**config.mk**
```make
export PLATFORM = sky130hd
export DESIGN_NAME = fsc_bank
export DESIGN_NICKNAME = d
export VERILOG_FILES = /design/src/fsc_pkg.sv /design/src/fsc_fault_pairs.sv /design/src/fsc_bank.sv
export VERILOG_INCLUDE_DIRS = /design/src /design/src/src
export SDC_FILE = /design/constraint.sdc
export NUM_CORES = 1
export LEC_CHECK = 0
export CAP_MARGIN = 20
export CORE_MARGIN = 1
export CORE_UTILIZATION = 46
export DETAILED_ROUTE_END_ITERATION = 10
export DONT_BUFFER_PORTS = 1
export MAX_ROUTING_LAYER = met4
export SYNTH_ARGS = -nofsm -noshare
export SYNTH_HDL_FRONTEND = slang
export SYNTH_SLANG_ARGS = --single-unit
```
**constraint.sdc**
```tcl
create_clock -name aclk -period 2.65 [get_ports aclk]
set_clock_uncertainty 0.15 [all_clocks]
set_input_delay 0.53 -clock aclk [delete_from_list [all_inputs] [get_ports aclk]]
set_output_delay 0.53 -clock aclk [all_outputs]
set_load 0.01 [all_outputs]
```
**src/fsc_map.svh**
```systemverilog
// Register offsets, field positions, reset values and codes of the bank
`ifndef FSC_MAP_SVH
`define FSC_MAP_SVH

// ------------------------------------------------------------------
// Bus geometry
// ------------------------------------------------------------------
`define FSC_ADDR_W          8
`define FSC_DATA_W          32

// ------------------------------------------------------------------
// Register indices and byte addresses
// ------------------------------------------------------------------
`define FSC_IDX_STRING_EN   6'h0c
`define FSC_IDX_SUPPLY      6'h0e
`define FSC_IDX_BOOST       6'h10
`define FSC_ADDR_STRING_EN  {`FSC_IDX_STRING_EN, 2'b00}
`define FSC_ADDR_SUPPLY     {`FSC_IDX_SUPPLY, 2'b00}
`define FSC_ADDR_BOOST      {`FSC_IDX_BOOST, 2'b00}
`define FSC_ADDR_SUPPLY_MSK 8'h48
`define FSC_ADDR_BOOST_MSK  8'h4c
`define FSC_ADDR_STRING_ST  8'h50
`define FSC_ADDR_PENDING    8'h54

// ------------------------------------------------------------------
// Fields and reset values
// ------------------------------------------------------------------
`define FSC_PAIRS           8
`define FSC_FLAG_POS        16'haaaa
`define FSC_FLAGS_RST       8'h00
`define FSC_MASK_RST        16'haaaa
`define FSC_STRING_EN_RST   1'b1
`define FSC_EN_CMD_OFF      2'h1
`define FSC_EN_CMD_ON       2'h3
`define FSC_EN_RD_OFF       2'h0
`define FSC_EN_RD_ON        2'h2

`endif

```
**src/fsc_pkg.sv**
```systemverilog
// Types shared by the fault status and clear bank
package fsc_pkg;

  // ----------------------------------------------------------------
  // Register select
  // ----------------------------------------------------------------
  typedef enum logic [2:0] {
    FSC_SEL_NONE      = 3'b000,
    FSC_SEL_STRING_EN = 3'b001,
    FSC_SEL_SUPPLY    = 3'b010,
    FSC_SEL_BOOST     = 3'b011,
    FSC_SEL_SUPPLY_MS = 3'b100,
    FSC_SEL_BOOST_MS  = 3'b101,
    FSC_SEL_STRING_ST = 3'b110,
    FSC_SEL_PENDING   = 3'b111
  } fsc_sel_t;

  // ----------------------------------------------------------------
  // Bus response codes
  // ----------------------------------------------------------------
  typedef enum logic [1:0] {
    FSC_RESP_OKAY   = 2'b00,
    FSC_RESP_SLVERR = 2'b10
  } fsc_resp_t;

endpackage

```
**src/fsc_fault_pairs.sv**
```systemverilog
// Sticky fault flags with paired clear
`timescale 1ns/1ps
`include "fsc_map.svh"

module fsc_fault_pairs #(
  parameter int PAIRS = `FSC_PAIRS
)(
  input  wire logic             aclk,
  input  wire logic             aresetn,
  input  wire logic [PAIRS-1:0] fault_in,
  input  wire logic [PAIRS-1:0] clear_in,
  output logic      [PAIRS-1:0] flags
);

  logic [PAIRS-1:0] flags_reg;
  logic [PAIRS-1:0] flags_next;

  // ------------------------------------------------------------------
  // Set beats clear, flag holds after the condition goes
  // ------------------------------------------------------------------
  always_comb begin
    flags_next = (flags_reg & ~clear_in) | fault_in;
  end

  always_ff @(posedge aclk) begin
    if (!aresetn) begin
      flags_reg <= PAIRS'(`FSC_FLAGS_RST);
    end else begin
      flags_reg <= flags_next;
    end
  end

  assign flags = flags_reg;

endmodule // fsc_fault_pairs

```
**src/fsc_bank.sv**
```systemverilog
// AXI4-Lite fault status and clear bank with one interrupt output
`timescale 1ns/1ps
`include "fsc_map.svh"

// ------------------------------------------------------------------
// Contract
// - Enable reads 0h when off, 2h on
// - Write 1h disables, 3h enables
// - Enable in bits 1-0, resets enabled
// - Status and clear written together clear fault
// - Status bit reads 1 when fault recorded
// - Checksum fault at 15, clear at 14
// - Missing sync fault at 13, clear 12
// - Pump fault at 11, clear at 10
// - Pump capacitor missing at 9, clear 8
// - Input overcurrent at 7, clear 6
// - Logic low 5/4, input OV 3/2, UV 1/0
// - Thermal fault at 15, clear at 14
// - Pin faults at 13/12, 11/10, 9/8, 7/6
// - Converter OC 5/4, OV high 3/2, low 1/0
// ------------------------------------------------------------------

module fsc_bank
  import fsc_pkg::*;
(
  input  wire logic                  aclk,
  input  wire logic                  aresetn,
  input  wire logic [`FSC_ADDR_W-1:0] s_axi_awaddr,
  input  wire logic [2:0]            s_axi_awprot,
  input  wire logic                  s_axi_awvalid,
  output logic                       s_axi_awready,
  input  wire logic [`FSC_DATA_W-1:0] s_axi_wdata,
  input  wire logic [3:0]            s_axi_wstrb,
  input  wire logic                  s_axi_wvalid,
  output logic                       s_axi_wready,
  output logic [1:0]                 s_axi_bresp,
  output logic                       s_axi_bvalid,
  input  wire logic                  s_axi_bready,
  input  wire logic [`FSC_ADDR_W-1:0] s_axi_araddr,
  input  wire logic [2:0]            s_axi_arprot,
  input  wire logic                  s_axi_arvalid,
  output logic                       s_axi_arready,
  output logic [`FSC_DATA_W-1:0]     s_axi_rdata,
  output logic [1:0]                 s_axi_rresp,
  output logic                       s_axi_rvalid,
  input  wire logic                  s_axi_rready,
  input  wire logic [7:0]            supply_fault_in,
  input  wire logic [7:0]            boost_fault_in,
  input  wire logic                  string_fault_in,
  output logic                       irq
);

  // ------------------------------------------------------------------
  // Helpers
  // ------------------------------------------------------------------
  function automatic fsc_sel_t decode(input logic [`FSC_ADDR_W-1:0] a);
    logic [`FSC_ADDR_W-1:0] w;
    w = {a[`FSC_ADDR_W-1:2], 2'b00};
    case (w)
      `FSC_ADDR_STRING_EN:  decode = FSC_SEL_STRING_EN;
      `FSC_ADDR_SUPPLY:     decode = FSC_SEL_SUPPLY;
      `FSC_ADDR_BOOST:      decode = FSC_SEL_BOOST;
      `FSC_ADDR_SUPPLY_MSK: decode = FSC_SEL_SUPPLY_MS;
      `FSC_ADDR_BOOST_MSK:  decode = FSC_SEL_BOOST_MS;
      `FSC_ADDR_STRING_ST:  decode = FSC_SEL_STRING_ST;
      `FSC_ADDR_PENDING:    decode = FSC_SEL_PENDING;
      default:              decode = FSC_SEL_NONE;
    endcase
  endfunction

  // Flag i sits at bit 2i+1, its clear bit at 2i, clear reads zero
  function automatic logic [15:0] spread(input logic [7:0] f);
    logic [15:0] o;
    o = 16'h0000;
    for (int i = 0; i < 8; i++) begin
      o[2*i+1] = f[i];
    end
    return o;
  endfunction

  // Both bits of a pair must be one in an enabled byte lane
  function automatic logic [7:0] pair_clears(
    input logic [`FSC_DATA_W-1:0] d,
    input logic [3:0]             s
  );
    logic [7:0] c;
    c = 8'h00;
    for (int i = 0; i < 8; i++) begin
      c[i] = d[2*i+1] & d[2*i] & s[i/4];
    end
    return c;
  endfunction

  // Byte-lane merge limited to flag positions
  function automatic logic [15:0] merge_mask(
    input logic [15:0]            old,
    input logic [`FSC_DATA_W-1:0] d,
    input logic [3:0]             s
  );
    logic [15:0] m;
    m = old;
    if (s[0]) begin
      m[7:0] = d[7:0];
    end
    if (s[1]) begin
      m[15:8] = d[15:8];
    end
    return m & `FSC_FLAG_POS;
  endfunction

  // ------------------------------------------------------------------
  // Declarations
  // ------------------------------------------------------------------
  logic                   wr_fire;
  logic                   rd_fire;
  fsc_sel_t               wr_sel;
  fsc_sel_t               rd_sel;
  logic [7:0]             supply_flags;
  logic [7:0]             boost_flags;
  logic [7:0]             supply_clear;
  logic [7:0]             boost_clear;
  logic [15:0]            supply_word;
  logic [15:0]            boost_word;
  logic                   supply_pend;
  logic                   boost_pend;
  logic                   string_pend;

  logic                   string_en_reg;
  logic                   string_en_next;
  logic                   string_flag_reg;
  logic                   string_flag_next;
  logic [15:0]            supply_mask_reg;
  logic [15:0]            supply_mask_next;
  logic [15:0]            boost_mask_reg;
  logic [15:0]            boost_mask_next;

  logic                   bvalid_reg;
  logic                   bvalid_next;
  fsc_resp_t              bresp_reg;
  fsc_resp_t              bresp_next;
  logic                   rvalid_reg;
  logic                   rvalid_next;
  fsc_resp_t              rresp_reg;
  fsc_resp_t              rresp_next;
  logic [`FSC_DATA_W-1:0] rdata_reg;
  logic [`FSC_DATA_W-1:0] rdata_next;

  // ------------------------------------------------------------------
  // Handshakes
  // ------------------------------------------------------------------
  assign wr_fire       = s_axi_awvalid & s_axi_wvalid & ~bvalid_reg;
  assign rd_fire       = s_axi_arvalid & ~rvalid_reg;
  assign s_axi_awready = wr_fire;
  assign s_axi_wready  = wr_fire;
  assign s_axi_arready = ~rvalid_reg;
  assign wr_sel        = decode(s_axi_awaddr);
  assign rd_sel        = decode(s_axi_araddr);

  // ------------------------------------------------------------------
  // Fault flag banks
  // ------------------------------------------------------------------
  always_comb begin
    supply_clear = 8'h00;
    boost_clear  = 8'h00;
    if (wr_fire && wr_sel == FSC_SEL_SUPPLY) begin
      supply_clear = pair_clears(s_axi_wdata, s_axi_wstrb);
    end
    if (wr_fire && wr_sel == FSC_SEL_BOOST) begin
      boost_clear = pair_clears(s_axi_wdata, s_axi_wstrb);
    end
  end

  fsc_fault_pairs #(
    .PAIRS    (`FSC_PAIRS)
  ) u_supply (
    .aclk     (aclk),
    .aresetn  (aresetn),
    .fault_in (supply_fault_in),
    .clear_in (supply_clear),
    .flags    (supply_flags)
  );

  fsc_fault_pairs #(
    .PAIRS    (`FSC_PAIRS)
  ) u_boost (
    .aclk     (aclk),
    .aresetn  (aresetn),
    .fault_in (boost_fault_in),
    .clear_in (boost_clear),
    .flags    (boost_flags)
  );

  // Supply index 7..0 lands on pairs 15/14 down to 1/0
  assign supply_word = spread(supply_flags);
  // Boost index 7..0 lands on pairs 15/14 down to 1/0
  assign boost_word  = spread(boost_flags);

  // ------------------------------------------------------------------
  // Control registers
  // ------------------------------------------------------------------
  always_comb begin
    string_en_next   = string_en_reg;
    string_flag_next = string_flag_reg;
    supply_mask_next = supply_mask_reg;
    boost_mask_next  = boost_mask_reg;
    if (wr_fire) begin
      case (wr_sel)
        FSC_SEL_STRING_EN: begin
          if (s_axi_wstrb[0]) begin
            if (s_axi_wdata[1:0] == `FSC_EN_CMD_OFF) begin
              string_en_next = 1'b0;
            end else if (s_axi_wdata[1:0] == `FSC_EN_CMD_ON) begin
              string_en_next = 1'b1;
            end
          end
        end
        FSC_SEL_SUPPLY_MS: begin
          supply_mask_next = merge_mask(supply_mask_reg, s_axi_wdata,
                                        s_axi_wstrb);
        end
        FSC_SEL_BOOST_MS: begin
          boost_mask_next = merge_mask(boost_mask_reg, s_axi_wdata,
                                       s_axi_wstrb);
        end
        FSC_SEL_STRING_ST: begin
          if (s_axi_wstrb[0] && s_axi_wdata[0]) begin
            string_flag_next = 1'b0;
          end
        end
        default: begin
        end
      endcase
    end
    // Event wins over a clear in the same cycle
    if (string_fault_in) begin
      string_flag_next = 1'b1;
    end
  end

  always_ff @(posedge aclk) begin
    if (!aresetn) begin
      string_en_reg   <= `FSC_STRING_EN_RST;
      string_flag_reg <= 1'b0;
      supply_mask_reg <= `FSC_MASK_RST;
      boost_mask_reg  <= `FSC_MASK_RST;
    end else begin
      string_en_reg   <= string_en_next;
      string_flag_reg <= string_flag_next;
      supply_mask_reg <= supply_mask_next;
      boost_mask_reg  <= boost_mask_next;
    end
  end

  // ------------------------------------------------------------------
  // Interrupt
  // ------------------------------------------------------------------
  assign supply_pend = |(supply_word & supply_mask_reg);
  assign boost_pend  = |(boost_word & boost_mask_reg);
  assign string_pend = string_flag_reg & string_en_reg;
  assign irq         = supply_pend | boost_pend | string_pend;

  // ------------------------------------------------------------------
  // Bus answers
  // ------------------------------------------------------------------
  always_comb begin
    bvalid_next = bvalid_reg;
    bresp_next  = bresp_reg;
    rvalid_next = rvalid_reg;
    rresp_next  = rresp_reg;
    rdata_next  = rdata_reg;
    if (bvalid_reg && s_axi_bready) begin
      bvalid_next = 1'b0;
    end
    if (wr_fire) begin
      bvalid_next = 1'b1;
      bresp_next  = (wr_sel == FSC_SEL_NONE) ? FSC_RESP_SLVERR
                                             : FSC_RESP_OKAY;
    end
    if (rvalid_reg && s_axi_rready) begin
      rvalid_next = 1'b0;
    end
    if (rd_fire) begin
      rvalid_next = 1'b1;
      rresp_next  = FSC_RESP_OKAY;
      rdata_next  = '0;
      case (rd_sel)
        FSC_SEL_STRING_EN: begin
          rdata_next[1:0] = string_en_reg ? `FSC_EN_RD_ON
                                          : `FSC_EN_RD_OFF;
        end
        FSC_SEL_SUPPLY: begin
          rdata_next[15:0] = supply_word;
        end
        FSC_SEL_BOOST: begin
          rdata_next[15:0] = boost_word;
        end
        FSC_SEL_SUPPLY_MS: begin
          rdata_next[15:0] = supply_mask_reg;
        end
        FSC_SEL_BOOST_MS: begin
          rdata_next[15:0] = boost_mask_reg;
        end
        FSC_SEL_STRING_ST: begin
          rdata_next[0] = string_flag_reg;
        end
        FSC_SEL_PENDING: begin
          rdata_next[2:0] = {string_pend, boost_pend, supply_pend};
        end
        default: begin
          rresp_next = FSC_RESP_SLVERR;
        end
      endcase
    end
  end

  always_ff @(posedge aclk) begin
    if (!aresetn) begin
      bvalid_reg <= 1'b0;
      bresp_reg  <= FSC_RESP_OKAY;
      rvalid_reg <= 1'b0;
      rresp_reg  <= FSC_RESP_OKAY;
      rdata_reg  <= '0;
    end else begin
      bvalid_reg <= bvalid_next;
      bresp_reg  <= bresp_next;
      rvalid_reg <= rvalid_next;
      rresp_reg  <= rresp_next;
      rdata_reg  <= rdata_next;
    end
  end

  assign s_axi_bvalid = bvalid_reg;
  assign s_axi_bresp  = bresp_reg;
  assign s_axi_rvalid = rvalid_reg;
  assign s_axi_rresp  = rresp_reg;
  assign s_axi_rdata  = rdata_reg;

endmodule // fsc_bank

```
# Word-level counts from Yosys, hierarchy flattened
# Cells that the tools add are included.
[totals]
reg_bits = 56
input_bits = 82
elab_cells = 116
[classes]
eq_ne = 29
n_mux = 21
bitwise = 32
n_reduce_logical = 21
[ops]
columns = ["operator", "n"]
rows = [
  ["equality test 6 x 5 -> 1 bit (second input constant)", 10],
  ["case mux 13 bit (4 select lines)", 1],
  ["case mux 3 bit (7 select lines)", 2],
  ["bitwise AND 16 bit", 2],
  ["OR reduction 16 bit", 2],
  ["equality test 6 x 4 -> 1 bit (second input constant)", 4],
  ["equality test 3 bit (second input constant)", 7],
  ["bitwise AND 1 bit", 20],
  ["bitwise AND 8 bit", 2],
  ["2-to-1 mux 8 bit", 2],
  ["inverter 8 bit", 2],
  ["bitwise OR 8 bit", 2],
  ["AND reduction 3 bit", 5],
  ["equality test 3 x 2 -> 1 bit (second input constant)", 4],
  ["nonzero test 2 bit", 6],
  ["2-to-1 mux 1 bit", 11],
  ["OR reduction 7 bit", 1],
  ["equality test 3 x 1 -> 1 bit (second input constant)", 2],
  ["2-to-1 mux 2 bit", 3],
  ["case mux 1 bit (6 select lines)", 1],
  ["logical AND 1 bit", 5],
  ["AND reduction 4 bit", 1],
  ["logical NOT 3 bit", 1],
  ["case mux 1 bit (3 select lines)", 1],
  ["4 further kinds", 6],
]

# Logic depth before layout (Yosys ltp)
[logic_depth]
ltp_word = 8
depth_mapped = 6
depth_no_buf = 4

# By module
# Synthesis repeated with hierarchy kept, for this count alone.
[hier_totals]
cells_unflattened = 321
area_unflattened_um2 = 2906.5
[by_module_without_submodules]
columns = ["mod", "n_inst", "cells_per_inst", "area_per_inst_um2", "seq_area_each_um2"]
rows = [
  ["fsc_bank", 1, 271, 2230.9, 640.6],
  ["fsc_fault_pairs", 2, 25, 337.8, 160.2],
]

# Worst setup path before layout
# No wires, ideal clock.
[synth_path]
path_type = "input port to flip-flop"
start = "input port s_axi_araddr[4]"
end = "register rdata_reg[13], in the netlist s_axi_rdata[13]"
arrival_ps = 1615
slack_ps = 815
stages = 6
cell_sequence = "buf_2 > nor4b_4 > and3_1 > buf_4 > a222oi_1 > o21ai_1"
[synth_via]
elab_chain_len = 4
[synth_lines]
columns = ["element", "line", "rtl"]
rows = [
  ["from (decl)", "fsc_bank.sv:39", "input wire logic [`FSC_ADDR_W-1:0] s_axi_araddr,"],
  ["equality test 6 x 5 -> 1 bit or equality test 6 x 4 -> 1 bit (tied branches)", "fsc_bank.sv:59", "case (w)"],
  ["case mux 3 bit (7 select lines) (*)", "fsc_bank.sv:59", ""],
  ["equality test 3 bit or equality test 3 x 2 -> 1 bit (tied branches)", "fsc_bank.sv:286", "case (rd_sel)"],
  ["case mux 13 bit (4 select lines) (*)", "fsc_bank.sv:286", ""],
  ["to (signal assigned)", "fsc_bank.sv:328", "rdata_reg <= rdata_next;"],
  ["to (decl)", "fsc_bank.sv:145", "logic [`FSC_DATA_W-1:0] rdata_reg;"],
]
# Mark *: on every way between the ends. The rest lies on a longest branch, timed or not.
# A chain may end at the register's enable or synchronous reset.

# Worst setup path after layout
[layout_path]
start = "register u_supply.flags_reg[5], in the netlist u_supply.flags[5]"
end = "output port irq"
[layout_via]
elab_chain_len = 4
[layout_lines]
columns = ["element", "line", "rtl"]
rows = [
  ["from (decl)", "fsc_fault_pairs.sv:15", "logic [PAIRS-1:0] flags_reg;"],
  ["from (signal assigned)", "fsc_fault_pairs.sv:27", "flags_reg <= PAIRS'(`FSC_FLAGS_RST);"],
  ["from (signal assigned)", "fsc_fault_pairs.sv:29", "flags_reg <= flags_next;"],
  ["bitwise AND 16 bit", "fsc_bank.sv:257", "assign supply_pend = |(supply_word & supply_mask_reg);"],
  ["OR reduction 16 bit", "fsc_bank.sv:257", ""],
  ["bitwise OR 1 bit (2 in series)", "fsc_bank.sv:260", "assign irq = supply_pend | boost_pend | string_pend;"],
  ["to (decl)", "fsc_bank.sv:50", "output logic irq"],
]
# No other way between the ends.

==> reports/results.tsv <==
metric	value	unit
ys_ff_latch	48	
final_cell_mix	dfxtp_1, nand2_1, conb_1	
final_area	2630	um2
synth_edf_count	0	
area_delta_synth_final	0.719	%
wire_per_inst	16.7	um
drv_cap	0	
htreeDepth	2	
initial_core_util	47.7	%
fin_tns_setup	0	ns
period_share	73.3	%
max_slew_margin	54.6	%
cts_buffers	5	
grt_pass1_vias	1904	
viasPerCell	5.78	
p_per_area	508	nW/um2
die_height	77.3	um
clock_latency	0.30	ns
drv_slew	0	
core-area	5470	um2
path_clk_slew	0.10	ns
grt.total_usage	21.7	%
critPathCaptureType	output port	
hold_viol_final	0	
grt_pass1_wl	9890	um
postPlaceCellArea	2540	um2
dieArea	5980	um2
die_w	77.3	um
hp-class	primary input to flip-flop	
drtAntennaViolNets	0	
drcViolationCount	0	
yosysSeqAreaShare	36.8	%
drtIter0Drc	144	
max_stage_delay	0.35	ns
cts.path.max_buffers	2	
tightest_slew	0.680	ns
startpoint_type	flip-flop	
synthArstFlopShare	0	%
critPathSlowestCell	dfxtp_1	
grt_max_degree	44	
drt-total-wl	6070	um
layout-drive-gt1-share	5.50	%
clock.fmax	515	MHz
crit_fanout	3	
fin_crit	1.94	ns
syn_area_per_cell	8.72	um2
port_buffers	0	
cts_root_buf	clkbuf_8	
crit_arrival	1.26	ns
path_cells	a22oi_1 > nand4_1 > a21oi_1 > nand2_1	
nNetsFinal	372	
fillers	577	
max-vdd-ir-drop	0.000216	V
seqCellArea	961	um2
syn_inst	299	
n_antenna_cell	0	
hold_buffers	0	
hpwlAfterDp	4510	um
place_congestion	0.792	
synthFlopType	dfxtp_1	
cp_num_buf_inv	0	
cts_resized	0	
rows	27	
postCtsSetupBuffers	0	
final_common_cell	dfxtp_1	
status	finished, final reports clean	
antenna_found_initial	0	
cts_tree	yes	
critPathRequiredTime	1.97	ns
setup_viol	0	
cts.sinks	48	
via_count	2098	
yosysWarnings	0	
boundaryPins	124	
largest_reg_flops	10	
power_leakage	1.09	nW
multiInputGateArea	1470	um2
finalPower	1.33	mW
ys_types	49	
crit_type	flip-flop to output port	
grt.overflow.total	0	
rsz0062_at_grt	false	
dr.pass1.iters	5	
crit_family	flip-flops	
syn_area	2610	um2
-- worst reg2reg max path, cell delays in order, from the launching register on --
cell and delay, ns:
dfxtp_1 0.37, and4b_1 0.51, nand4_1 0.38, mux2i_1 0.25
nand2_1 0.07
-- layout make-up --
| type | instances | share of cell area [%] |
|---|---|---|
| multi-input cells | 231 | 56.0 |
| flip-flops and latches | 48 | 36.6 |
| well taps | 72 | 3.43 |
| clock buffers | 5 | 2.62 |
| clock inverters | 3 | 0.714 |
| inverters | 3 | 0.429 |
| repair buffers | 1 | 0.286 |
-- synth_stat cells, types with 2 or more instances --
| library cell | number | area [um2] |
|---|---|---|
| nand2b_1 | 6 | 37.5 |
| nor2_1 | 17 | 63.8 |
| a31oi_1 | 3 | 18.8 |
| buf_2 | 4 | 20.0 |
| nand3_1 | 6 | 30.0 |
| o21ai_0 | 13 | 65.1 |
| mux2i_1 | 19 | 190 |
| nor3_1 | 3 | 15.0 |
| o21ai_1 | 7 | 35.0 |
| and3_1 | 2 | 12.5 |
| nand4_1 | 6 | 37.5 |
| nand2_1 | 37 | 139 |
| inv_1 | 3 | 11.3 |
| buf_4 | 26 | 195 |
| nor2b_1 | 5 | 31.3 |
| dfxtp_1 | 48 | 961 |
| and2_1 | 2 | 12.5 |
| a21oi_1 | 8 | 40.0 |
| nor4b_4 | 2 | 47.6 |
| o221a_2 | 2 | 22.5 |
| and4b_1 | 2 | 20.0 |
| a22o_1 | 8 | 70.1 |
| nor3b_1 | 2 | 15.0 |
| a22oi_1 | 8 | 60.1 |
| nand3b_1 | 4 | 30.0 |
| o21a_1 | 18 | 135 |
| clkbuf_1 | 10 | 37.5 |
| a222oi_1 | 7 | 70.1 |
-- kinds of logic after synthesis --
kind of cell | after synthesis | synth area share, %
buf+inv | 43 | 10.1
xor+xnor | 1 | 0.336
flops | 48 | 36.8
other cells | 1 | 0.144
simple gates | 100 | 21.2
mux | 20 | 7.72
compound gates | 86 | 23.6
-- where the power goes --
part / internal (mW) / switching, mW / total [mW]
clock: 0.184 / 0.253 / 0.438
sequential: 0.745 / 0.0260 / 0.771
combinational: 0.0590 / 0.0669 / 0.126
-- per-layer routing --
layer | global-route usage [%] | up-vias | share of wire (%)
li1 | - | 1037 | -
met1 | 30.4 | 984 | 48
met2 | 30.8 | 75 | 45
met3 | 5.83 | 2 | 7.1
met4 | 5.09 | 0 | 0.45
met5 | - | - | 0
-- per-stage QoR --
| stage | setup WS, ns | cells | utilization, % | hold WS, ns |
|---|---|---|---|---|
| 6_report | 0.709 | 363 | 48.0 | 0.144 |
| 4_1_cts | 0.676 | 363 | 48.0 | 0.125 |
| 3_5_place_dp | 0.603 | 355 | 46.4 | 0.337 |
| 5_1_grt | 0.569 | 363 | 48.0 | 0.119 |
| 3_3_place_gp | 0.634 | 355 | 46.4 | 0.337 |
| 2_1_floorplan | 0.815 | 322 | - | 0.312 |
-- final timing paths --
check | cells past startpoint | end | slack (ns) | from
max reg2reg | 4 | boost_mask_reg[7] | 0.81 | s_axi_bvalid
min reg2reg | 2 | s_axi_rdata[11] | 0.35 | s_axi_rdata[11]
min | 1 | boost_mask_reg[1] | 0.14 | aresetn
max | 4 | irq | 0.71 | u_supply.flags[5]
Power figures use the tool's default switching activity.
